**config.mk**
```make
export PLATFORM = sky130hd
export DESIGN_NAME = pcdl_column_driver
export DESIGN_NICKNAME = d
export VERILOG_FILES = /design/src/pcdl_pkg.sv /design/src/pcdl_latch_bank.sv /design/src/pcdl_column_driver.sv
export VERILOG_INCLUDE_DIRS = /design/src /design/src/src
export SDC_FILE = /design/constraint.sdc
export NUM_CORES = 1
export LEC_CHECK = 0
export ABC_AREA = 1
export BUFFER_PORTS_ARGS = -buffer_cell sky130_fd_sc_hd__buf_2
export CAP_MARGIN = 20
export CORE_MARGIN = 3
export CORE_UTILIZATION = 24
export DETAILED_ROUTE_END_ITERATION = 12
export MAX_ROUTING_LAYER = met4
export PLACE_DENSITY_LB_ADDON = 0.12
export SKIP_LAST_GASP = 1
export SLEW_MARGIN = 10
export SYNTH_ARGS = -nofsm -noshare
export SYNTH_HDL_FRONTEND = slang
export SYNTH_SLANG_ARGS = --single-unit
```
**constraint.sdc**
```tcl
create_clock -name mclk -period 12.6 [get_ports mclk]
set_clock_uncertainty 0.15 [all_clocks]
set_input_delay 1.26 -clock mclk [delete_from_list [all_inputs] [get_ports mclk]]
set_output_delay 1.26 -clock mclk [all_outputs]
set_load 0.05 [all_outputs]
```
**src/pcdl_defines.svh**
```systemverilog
`ifndef PCDL_DEFINES_SVH
`define PCDL_DEFINES_SVH

// geometry
`define PCDL_STAGES 192
`define PCDL_HALF 96
`define PCDL_LANES 6
`define PCDL_WORDS 6

// apb byte offsets
`define PCDL_OFS_CTRL 8'h00
`define PCDL_OFS_STATUS 8'h04
`define PCDL_OFS_IDX 8'h08
`define PCDL_OFS_DATA 8'h0c

// ctrl fields
`define PCDL_CTRL_SOFT_CLR 0

// status fields
`define PCDL_ST_SHIFTS_LSB 0
`define PCDL_ST_MODE_LSB 16
`define PCDL_ST_DIR 18
`define PCDL_ST_LATCHES_LSB 24

// reset values
`define PCDL_IDX_RST 3'h0
`define PCDL_SHIFTS_RST 16'h0000
`define PCDL_LATCHES_RST 8'h00

`endif

```
**src/pcdl_pkg.sv**
```systemverilog
package pcdl_pkg;

  // lane arrangement selected by the two mode pins
  typedef enum logic [1:0] {
    PCDL_THREE = 2'b00,
    PCDL_SIX_WEAVE = 2'b01,
    PCDL_SIX_SPLIT = 2'b10
  } pcdl_mode_t;

  // output override controls, sampled together
  typedef struct packed {
    logic output_float;
    logic force_low_n;
    logic force_high_n;
  } pcdl_ovr_t;

  // decoded apb access
  typedef struct packed {
    logic [7:0] addr;
    logic write;
    logic [31:0] wdata;
  } pcdl_acc_t;

endpackage

```
**src/pcdl_latch_bank.sv**
```systemverilog
`timescale 1ns/1ps
`include "pcdl_defines.svh"

module pcdl_latch_bank #(
  parameter int WORDS = `PCDL_WORDS
) (
  // clock and reset
  input wire logic mclk,
  input wire logic reset,
  // capture side
  input wire logic capture,
  input wire logic [WORDS*32-1:0] cap_data,
  // full contents for the column drivers
  output logic [WORDS*32-1:0] held,
  // word read port
  input wire logic [2:0] rd_idx,
  output logic [31:0] rd_word
);

  logic [WORDS*32-1:0] held_d;
  logic [31:0] rd_word_d;

  // capture on strobe, otherwise hold; word read registered
  always_comb begin
    held_d = capture ? cap_data : held;
    rd_word_d = 32'h0000_0000;
    if (int'(rd_idx) < WORDS) begin
      rd_word_d = held[rd_idx*32 +: 32];
    end
  end

  always_ff @(posedge mclk) begin
    if (reset) begin
      held <= '0;
      rd_word <= 32'h0000_0000;
    end else begin
      held <= held_d;
      rd_word <= rd_word_d;
    end
  end

endmodule

```
**src/pcdl_column_driver.sv**
```systemverilog
// Added by the designer: the APB register port and the register addresses.
`timescale 1ns/1ps
`include "pcdl_defines.svh"

module pcdl_column_driver (
  // clock and reset
  input wire logic mclk,
  input wire logic reset,
  // pixel link
  input wire logic xfer_clk,
  input wire logic [5:0] serial_lane_in,
  input wire logic shift_right,
  input wire logic edge_select,
  input wire logic lane_mode_sel_a,
  input wire logic lane_mode_sel_b,
  input wire logic latch_strobe_n,
  input wire logic chain_clear_n,
  // output overrides
  input wire logic output_float,
  input wire logic force_low_n,
  input wire logic force_high_n,
  // column outputs
  output logic [191:0] column_outputs,
  output logic [191:0] column_oe,
  // apb slave
  input wire logic psel,
  input wire logic penable,
  input wire logic pwrite,
  input wire logic [7:0] paddr,
  input wire logic [31:0] pwdata,
  output logic [31:0] prdata,
  output logic pready,
  output logic pslverr
);

  localparam int NS = `PCDL_STAGES;
  localparam int NH = `PCDL_HALF;

  pcdl_pkg::pcdl_mode_t mode;
  pcdl_pkg::pcdl_ovr_t ovr;
  pcdl_pkg::pcdl_acc_t acc;
  logic [NS-1:0] chain_q, chain_d, shifted;
  logic xfer_prev_q, xfer_prev_d;
  logic strobe_prev_q, strobe_prev_d;
  logic xfer_edge, strobe_fall, soft_clr;
  logic [NS-1:0] latched;
  logic [31:0] latch_word;
  logic [191:0] col_out_d, col_oe_d;
  logic [2:0] idx_q, idx_d;
  logic [15:0] shifts_q, shifts_d;
  logic [7:0] latches_q, latches_d;
  logic [31:0] prdata_d;
  logic pready_d, pslverr_d;
  logic acc_take, acc_done;

  // lane mode decode
  always_comb begin
    if (!lane_mode_sel_a) begin
      mode = pcdl_pkg::PCDL_THREE;
    end else if (lane_mode_sel_b) begin
      mode = pcdl_pkg::PCDL_SIX_SPLIT;
    end else begin
      mode = pcdl_pkg::PCDL_SIX_WEAVE;
    end
  end

  // next value of one stage within a segment [lo,hi) with a given lane stride
  function automatic logic pick(input logic [NS-1:0] ch, input logic [5:0] ln,
                                input int i, input int lo, input int hi,
                                input int st, input int loff, input logic rgt);
    logic r;
    r = 1'b0;
    if (rgt) begin
      if (i - lo < st) r = ln[loff + i - lo];
      else r = ch[i - st];
    end else begin
      if (hi - 1 - i < st) r = ln[loff + i - (hi - st)];
      else r = ch[i + st];
    end
    return r;
  endfunction

  // per-stage shift source for each lane arrangement
  for (genvar g = 0; g < NS; g++) begin : g_stage
    localparam int LO = (g >= NH) ? NH : 0;
    localparam int OFF = (g >= NH) ? 3 : 0;
    always_comb begin
      unique case (mode)
        pcdl_pkg::PCDL_SIX_SPLIT: shifted[g] = pick(chain_q, serial_lane_in, g, LO, LO + NH,
                                                    3, OFF, shift_right);
        pcdl_pkg::PCDL_SIX_WEAVE: shifted[g] = pick(chain_q, serial_lane_in, g, 0, NS,
                                                    6, 0, shift_right);
        pcdl_pkg::PCDL_THREE: shifted[g] = pick(chain_q, serial_lane_in, g, 0, NS,
                                                3, 0, shift_right);
        default: shifted[g] = chain_q[g];
      endcase
    end
  end

  // transfer clock and strobe edge detection
  always_comb begin
    xfer_prev_d = xfer_clk;
    strobe_prev_d = latch_strobe_n;
    if (edge_select) begin
      xfer_edge = xfer_clk ^ xfer_prev_q;
    end else begin
      xfer_edge = xfer_clk & ~xfer_prev_q;
    end
    strobe_fall = strobe_prev_q & ~latch_strobe_n;
  end

  always_ff @(posedge mclk) begin
    if (reset) begin
      xfer_prev_q <= 1'b0;
      strobe_prev_q <= 1'b1;
    end else begin
      xfer_prev_q <= xfer_prev_d;
      strobe_prev_q <= strobe_prev_d;
    end
  end

  // shift chain next value
  always_comb begin
    if (soft_clr) begin
      chain_d = '0;
    end else if (xfer_edge) begin
      chain_d = shifted;
    end else begin
      chain_d = chain_q;
    end
  end

  // chain clear acts without the clock and wins over shifting
  always_ff @(posedge mclk or negedge chain_clear_n) begin
    if (!chain_clear_n) begin
      chain_q <= '0;
    end else if (reset) begin
      chain_q <= '0;
    end else begin
      chain_q <= chain_d;
    end
  end

  // output latch; untouched by chain clear
  pcdl_latch_bank #(
    .WORDS(`PCDL_WORDS)
  ) u_latch (
    .mclk(mclk),
    .reset(reset),
    .capture(strobe_fall),
    .cap_data(chain_q),
    .held(latched),
    .rd_idx(idx_q),
    .rd_word(latch_word)
  );

  // column drive with override priority
  always_comb begin
    ovr = '{output_float: output_float, force_low_n: force_low_n,
            force_high_n: force_high_n};
    if (ovr.output_float) begin
      col_out_d = '0;
      col_oe_d = '0;
    end else if (!ovr.force_low_n) begin
      col_out_d = '0;
      col_oe_d = '1;
    end else if (!ovr.force_high_n) begin
      col_out_d = '1;
      col_oe_d = '1;
    end else begin
      col_out_d = latched;
      col_oe_d = '1;
    end
  end

  always_ff @(posedge mclk) begin
    if (reset) begin
      column_outputs <= '0;
      column_oe <= '0;
    end else begin
      column_outputs <= col_out_d;
      column_oe <= col_oe_d;
    end
  end

  // apb slave: pready one cycle into access, writes land at completion
  always_comb begin
    acc = '{addr: paddr, write: pwrite, wdata: pwdata};
    acc_take = psel & penable & ~pready;
    acc_done = psel & penable & pready;
    soft_clr = acc_done & acc.write & (acc.addr == `PCDL_OFS_CTRL) &
               acc.wdata[`PCDL_CTRL_SOFT_CLR];
    pready_d = acc_take;
    prdata_d = 32'h0000_0000;
    pslverr_d = 1'b0;
    idx_d = idx_q;
    if (acc_done && acc.write && acc.addr == `PCDL_OFS_IDX) begin
      idx_d = acc.wdata[2:0];
    end
    if (acc_take) begin
      unique case (acc.addr)
        `PCDL_OFS_CTRL: prdata_d = 32'h0000_0000;
        `PCDL_OFS_STATUS: begin
          prdata_d[`PCDL_ST_SHIFTS_LSB +: 16] = shifts_q;
          prdata_d[`PCDL_ST_MODE_LSB +: 2] = mode;
          prdata_d[`PCDL_ST_DIR] = shift_right;
          prdata_d[`PCDL_ST_LATCHES_LSB +: 8] = latches_q;
        end
        `PCDL_OFS_IDX: prdata_d = {29'h0000_0000, idx_q};
        `PCDL_OFS_DATA: prdata_d = latch_word;
        default: pslverr_d = 1'b1;
      endcase
    end else if (pready) begin
      prdata_d = prdata;
    end
  end

  // activity counters: shifts since last latch, latches taken
  always_comb begin
    shifts_d = shifts_q;
    latches_d = latches_q;
    if (strobe_fall) begin
      // a shift in the strobe edge lands after the capture, so it counts
      shifts_d = (xfer_edge && chain_clear_n && !soft_clr) ? 16'h0001 : `PCDL_SHIFTS_RST;
      latches_d = latches_q + 8'h01;
    end else if (xfer_edge && chain_clear_n && !soft_clr) begin
      shifts_d = shifts_q + 16'h0001;
    end
  end

  always_ff @(posedge mclk) begin
    if (reset) begin
      pready <= 1'b0;
      prdata <= 32'h0000_0000;
      pslverr <= 1'b0;
      idx_q <= `PCDL_IDX_RST;
      shifts_q <= `PCDL_SHIFTS_RST;
      latches_q <= `PCDL_LATCHES_RST;
    end else begin
      pready <= pready_d;
      prdata <= prdata_d;
      pslverr <= pslverr_d;
      idx_q <= idx_d;
      shifts_q <= shifts_d;
      latches_q <= latches_d;
    end
  end

  // checks
  property p_force_low;
    @(posedge mclk) disable iff (reset)
      (!output_float && !force_low_n) |=> (column_outputs == '0 && column_oe == '1);
  endproperty
  a_force_low: assert property (p_force_low) else $error("force low not applied");

  property p_force_high;
    @(posedge mclk) disable iff (reset)
      (!output_float && force_low_n && !force_high_n) |=>
        (column_outputs == '1 && column_oe == '1);
  endproperty
  a_force_high: assert property (p_force_high) else $error("force high not applied");

  property p_float;
    @(posedge mclk) disable iff (reset)
      output_float |=> (column_oe == '0);
  endproperty
  a_float: assert property (p_float) else $error("outputs not floated");

  property p_pass;
    @(posedge mclk) disable iff (reset)
      (!output_float && force_low_n && force_high_n) |=> (column_outputs == $past(latched));
  endproperty
  a_pass: assert property (p_pass) else $error("outputs do not follow latch");

  property p_latch;
    @(posedge mclk) disable iff (reset)
      (strobe_prev_q && !latch_strobe_n) |=> (latched == $past(chain_q));
  endproperty
  a_latch: assert property (p_latch) else $error("latch missed strobe fall");

  property p_latch_hold;
    @(posedge mclk) disable iff (reset)
      !(strobe_prev_q && !latch_strobe_n) |=> $stable(latched);
  endproperty
  a_latch_hold: assert property (p_latch_hold) else $error("latch changed without strobe");

  property p_clear;
    @(posedge mclk) disable iff (reset)
      (!chain_clear_n && !$past(chain_clear_n)) |-> (chain_q == '0);
  endproperty
  a_clear: assert property (p_clear) else $error("chain not cleared");

  property p_double_fall;
    @(posedge mclk) disable iff (reset)
      (edge_select && xfer_prev_q && !xfer_clk && chain_clear_n && !soft_clr &&
       !shift_right && mode == pcdl_pkg::PCDL_THREE) |=>
        (!chain_clear_n || (chain_q[189] == $past(serial_lane_in[0]) &&
                            chain_q[0] == $past(chain_q[3])));
  endproperty
  a_double_fall: assert property (p_double_fall) else $error("no shift on falling edge");

  property p_single_hold;
    @(posedge mclk) disable iff (reset)
      (!edge_select && !(xfer_clk && !xfer_prev_q) && chain_clear_n && !soft_clr) |=>
        (!chain_clear_n || $stable(chain_q));
  endproperty
  a_single_hold: assert property (p_single_hold) else $error("shift without rising edge");

  property p_weave_left;
    @(posedge mclk) disable iff (reset)
      (xfer_edge && !soft_clr && chain_clear_n && !shift_right &&
       mode == pcdl_pkg::PCDL_SIX_WEAVE) |=>
        (!chain_clear_n || (chain_q[186] == $past(serial_lane_in[0]) &&
                            chain_q[0] == $past(chain_q[6])));
  endproperty
  a_weave_left: assert property (p_weave_left) else $error("weave left shift wrong");

  property p_split_right;
    @(posedge mclk) disable iff (reset)
      (xfer_edge && !soft_clr && chain_clear_n && shift_right &&
       mode == pcdl_pkg::PCDL_SIX_SPLIT) |=>
        (!chain_clear_n || (chain_q[96] == $past(serial_lane_in[3]) &&
                            chain_q[99] == $past(chain_q[96]) &&
                            chain_q[95] == $past(chain_q[92])));
  endproperty
  a_split_right: assert property (p_split_right) else $error("split right shift wrong");

  c_latch: cover property (@(posedge mclk) disable iff (reset)
    strobe_prev_q && !latch_strobe_n);
  c_double: cover property (@(posedge mclk) disable iff (reset)
    edge_select && xfer_edge && !xfer_clk);
  c_split: cover property (@(posedge mclk) disable iff (reset)
    xfer_edge && mode == pcdl_pkg::PCDL_SIX_SPLIT);
  c_apb_rd: cover property (@(posedge mclk) disable iff (reset)
    pready && !pslverr && paddr == `PCDL_OFS_DATA);

endmodule

```
## Word-level counts from Yosys, hierarchy flattened

Cells that the tools add are included.

- Add/subtract/negate cells: 2
- Multiplexer cells: 602
- Bitwise gates (word level): 15
- Reductions and logical operators: 18
- Shift-type cells: 1
- $lt $le $gt $ge: 1
- Equal/unequal tests: 6

Operator list:

| kind | number |
|---|---|
| 2-to-1 mux 192 bit | 5 |
| 2-to-1 mux 1 bit | 396 |
| one-hot mux 1 bit (2 select lines) | 183 |
| variable part select 192 x 9 -> 32 bit | 1 |
| 2-to-1 mux 32 bit | 2 |
| one-hot mux 19 bit (3 select lines) | 1 |
| 2-to-1 mux 16 bit | 2 |
| one-hot mux 1 bit (3 select lines) | 9 |
| adder 16 x 1 -> 16 bit, second input constant | 1 |
| equality test 8 x 4 -> 1 bit, second input constant | 2 |
| one-hot mux 8 bit (2 select lines) | 1 |
| adder 8 x 1 -> 8 bit, second input constant | 1 |
| AND 1 bit | 8 |
| equality test 8 x 3 -> 1 bit, second input constant | 1 |
| zero test 8 bit | 1 |
| NOT 1 bit | 6 |
| OR reduction 2 bit | 3 |
| 2-to-1 mux 5 bit | 1 |
| nonzero test 5 bit | 1 |
| logical AND 1 bit | 4 |
| 2-to-1 mux 2 bit | 2 |
| AND reduction 2 bit | 2 |
| nonzero test 4 bit | 1 |
| OR reduction 4 bit | 1 |
| other kinds (10) | 10 |

- Word-level logic and storage cells: 659
- Output and inout bits: 418
- Bits in registers: 863

## Depth between registers and ports, before layout

- Depth after elaboration: 9
- Depth in mapped cells: 12

## Modules after synthesis

A second synthesis with hierarchy kept.

- Cells, all modules: 4292
- Area total of the unflattened synthesis: 31276.2 µm²

By module, submodules not included:

| module | area each (µm²) | cells an instance | times used |
|---|---|---|---|
| pcdl_column_driver | 22111.2 | 3035 | 1 |
| pcdl_latch_bank | 9165.0 | 1257 | 1 |

## Worst setup path after synthesis

Ideal clock, no wire load.

- Path kind: flip-flop to output port
- Start: register, netlist name column_oe[190]
- End: output port column_oe[100]
- Slack: 6870 ps
- Cell stages (with the launch flop): 2
- Buffers on the path: 1
- Arrival time: 4320 ps
- Required time: 11190 ps
- Cells stage by stage: dfxtp_1 > buf_4

RTL lines:

| what | line | RTL |
|---|---|---|
| to (decl) | pcdl_column_driver.sv:24 | `output logic [191:0] column_oe,` |

## Worst setup path after layout

- Start: input port shift_right
- End: register chain_q[97]

- Cells in the longest elaborated chain, start to end: 5
- Elaborated cells on any way between the ends: 7
- Those cells by class: mux (7)

RTL lines:

| what | line | RTL |
|---|---|---|
| from (decl) | pcdl_column_driver.sv:12 | `input wire logic shift_right,` |
| 2-to-1 mux 1 bit | pcdl_column_driver.sv:73 | `if (rgt) begin` |
| one-hot mux 1 bit (3 select lines) * | pcdl_column_driver.sv:88 | `unique case (mode)` |
| 2-to-1 mux 192 bit * | pcdl_column_driver.sv:126 | `end else if (xfer_edge) begin` |
| 2-to-1 mux 192 bit * | pcdl_column_driver.sv:124 | `if (soft_clr) begin` |
| 2-to-1 mux 192 bit * | pcdl_column_driver.sv:137 | `end else if (reset) begin` |
| to (signal assigned) | pcdl_column_driver.sv:140 | `chain_q <= chain_d;` |
| to (decl) | pcdl_column_driver.sv:42 | `logic [NS-1:0] chain_q, chain_d, shifted;` |

Mark *: on every way between the ends. The rest lies on a longest branch, timed or not. The select of a mux whose other input is x is not followed.
A chain may end at the register's enable or synchronous reset.

==> results.yml <==
logic_synthesis:
  synthCells: 4003
  synth-edff-count: 0
  ys_async_sr_fraction_pct: 28.57
  synth_flop_cell: "dfxtp_1"
  ys_types: 37
  seq_area_frac_synth_pct: 47.54
  synth_area_leaders: "dfxtp_1 (32%), dfrtp_1 (16%), a21oi_1 (12%), o21ai_0 (8.7%), nand2_1 (5.6%)"
  post-synth-top-area-fraction_pct: 31.69
  syn-num-nets: 4067
  synth-warning-count: 0
  ys_ff_latch: 672
  avgSynthCellArea_um2: 7.574
  synth_common_cells: "a21oi_1 (712), o21ai_0 (530), dfxtp_1 (480), nand2_1 (454), nor2_1 (426)"
  yosys.area.top_type: "dfxtp_1"
  synth_most_common_cell: "a21oi_1"
  syn_area_um2: 30320
timing:
  finalHoldViolCount: 0
  worst_slew_pin_slew_ps: 1169
  slew_violations: 0
  fin_crit_ps: 4083
  rsz0062_at_grt: "false"
  finalSetupViolCount: 0
  period_share_pct: 32.41
  max_freq_ghz: 0.2449
  maxSlewHeadroom_pct: 22.08
  fin_tns_setup_ps: 0
worst_setup_path:
  startpoint_type: "input pin"
  path_depth: 8
  r2r-start: "idx_q[0]"
  crit_path_start: "shift_right"
  crit_type: "input pin to flip-flop"
  crit_top_cell: "buf_4"
  worst_ep_arrival_time_ps: 4510
  cpPeakStageDelay_ps: 840
  cp_data_required_time_ps: 13020
  slowest_stage: "buf_4"
  crit_path_end_kind: "flip-flop"
  cp_top_family: "buffers and inverters"
  r2r_cells: 6
  worst-path-buf-inv: 4
  critPathMaxFanout: 86
  path_cells: "buf_6 > inv_6 > buf_4 > buf_4 > nor2_1 > o21ai_0 > nand4_1 > a21oi_1"
layout:
  nets: 4136
  syn2layout_area_growth_pct: 15.59
  drive_above_1_share_pct: 16.10
  final_util_pct: 28.13
floorplanning:
  start_util_pct: 24.33
  ios: 479
  fp.coreArea_um2: 124600
  die-width_um: 361.4
  fp.dieH_um: 361.4
  dieArea_um2: 130600
  rows: 129
global_route:
  gr-usage-all-layers_pct: 19.14
  grt_pass1_vias: 26190
  antenna_found_initial: 4
  grt_max_degree: 193
  grt_pass1_wl_um: 184500
  overflow: 0
clocking:
  cts_tree: "yes"
  clkTransAtPathRegs_ps: 60
  root_buffer: "clkbuf_16"
  cts_buffer_depth: 3
  holdBufCountCts: 0
  post_cts_buffers: 0
  clkLatencyLatePin_ps: 680
  h-tree-depth: 3
  cts-resized-gates: 0
  numCtsBuffers: 84
  clock_sinks: 672
route:
  drtIter0Drc: 2160
  wl_per_cell_um: 21.76
  viasPerCell: 4.780
  ant_nets: 0
  wl_um: 125800
  first_pass_iters: 6
  drc: 0
  vias: 27640
pwr:
  switching_share_pct: 30.98
  pwr-share-seq_pct: 41.2
  internal_power_uw: 3947
  power_frac_comb_pct: 14.5
  clkPwrFrac_pct: 44.3
  leakage_uw: 0.01477
  power.density_nw_per_um2: 163.2
  ir_drop_v: 0.00009343
  p_switching_uw: 1772
min_path:
  min_path_cells: 2
  worstHoldStart: "prdata[13]"
  worstHoldPathType: "flip-flop to flip-flop"
place:
  place_congestion: 0.8370
  port_buffers: 449
  hpwl_um: 85470
outcome:
  status: "finished, final reports clean"
flow_run:
  maxCapViolCount: 0
-- tightest hold or removal path: stages, from the launching register on --
cell     delay, ps
dfxtp_1        300
nand2_1         50
a21oi_1         50
-- logic make-up (layout without fill, tap and decap cells) --
logic type	count (synthesis)	count (layout)	synth area share, %
compound gates	1412	1412	23.79
xor+xnor	1	1	0.02889
fa+ha+maj	3	3	0.1238
buf+inv	750	889	12.66
flops	672	672	47.54
other cells	0	3	0
simple gates	1165	1165	15.86
-- cell type report --
type,count,area (µm²)
fill,13700,89560
sequential,672,14420
multi-input combinational,2581,12120
timing repair buffer,484,2601
clock buffer,127,2562
tap,1637,2048
inverter,249,949.7
clock inverter,29,337.8
antenna,3,7.507
-- layout by cell type, fill, tap and decap left out, drive strengths merged --
master,synthesis,layout
inv,247,255
xor2,1,1
clkinvlp,0,1
or2,14,14
o31ai,1,1
nand2,459,459
a31oi,5,5
nand3,239,239
ha,3,3
nand3b,4,4
o211ai,43,43
nor3b,1,1
o21ai,643,643
dfxtp,480,480
dfrtp,192,192
clkinv,2,18
nor2,432,432
nand4,3,3
o221ai,3,3
bufinv,0,4
a31o,1,1
a211oi,3,3
diode,0,3
nor3,13,13
buf,359,483
clkbuf,142,128
a21oi,713,713
-- per-stage QoR --
| stage | cells | cell area, µm² | hold WS [ps] | setup slack (ps) | power [µW] |
|---|---|---|---|---|---|
| floorplan | 4003 | 30320 | 290.4 | 6870 | 3002 |
| global placement | 5622 | 32110 | 294.4 | 7930 | 3232 |
| detailed placement | 5622 | 32110 | 295.8 | 7927 | 3233 |
| CTS | 5778 | 35010 | 304.0 | 8634 | 5800 |
| global route | 5782 | 35050 | 320.0 | 8404 | 5965 |
| finish | 5782 | 35050 | 301.4 | 8517 | 5719 |
-- registers in the layout, indices dropped and copies added, names as in the netlist --
signal / count
u_latch.rd_word: 32
pready: 1
shifts_q: 16
strobe_prev_q: 1
xfer_prev_q: 1
latches_q: 8
column_outputs: 192
column_oe: 1
pslverr: 1
u_latch.held: 192
idx_q: 3
prdata: 32
chain_q: 192
-- power groups by stage --
stage                     clock network [µW]  registers, µW  logic (µW)
after floorplan                            0           2440         564
after global placement                     0           2410         825
after detailed placement                   0           2410         827
after CTS                               2610           2360         829
after global routing                    2690           2370         901
final                                   2530           2360         827
-- layer usage --
layer / vias to the layer above / part of all wire (%) / wire length [µm] / track usage (%)
li1: 13360 / - / - / -
met1: 13230 / 47 / 58630 / 26.00
met2: 913 / 46 / 57830 / 29.86
met3: 133 / 5.1 / 6406 / 2.587
met4: 0 / 2.4 / 2962 / 5.199
met5: - / 0 / 0 / -
-- worst paths after layout --
path,to,slack [ps]
min in group asynchronous,chain_q[109],390
min,prdata[13],300
min reg2reg,prdata[13],300
max,chain_q[97],8520
max in group asynchronous,chain_q[187],10110
max reg2reg,u_latch.rd_word[9],9170
(Power assumes the default switching activity.)
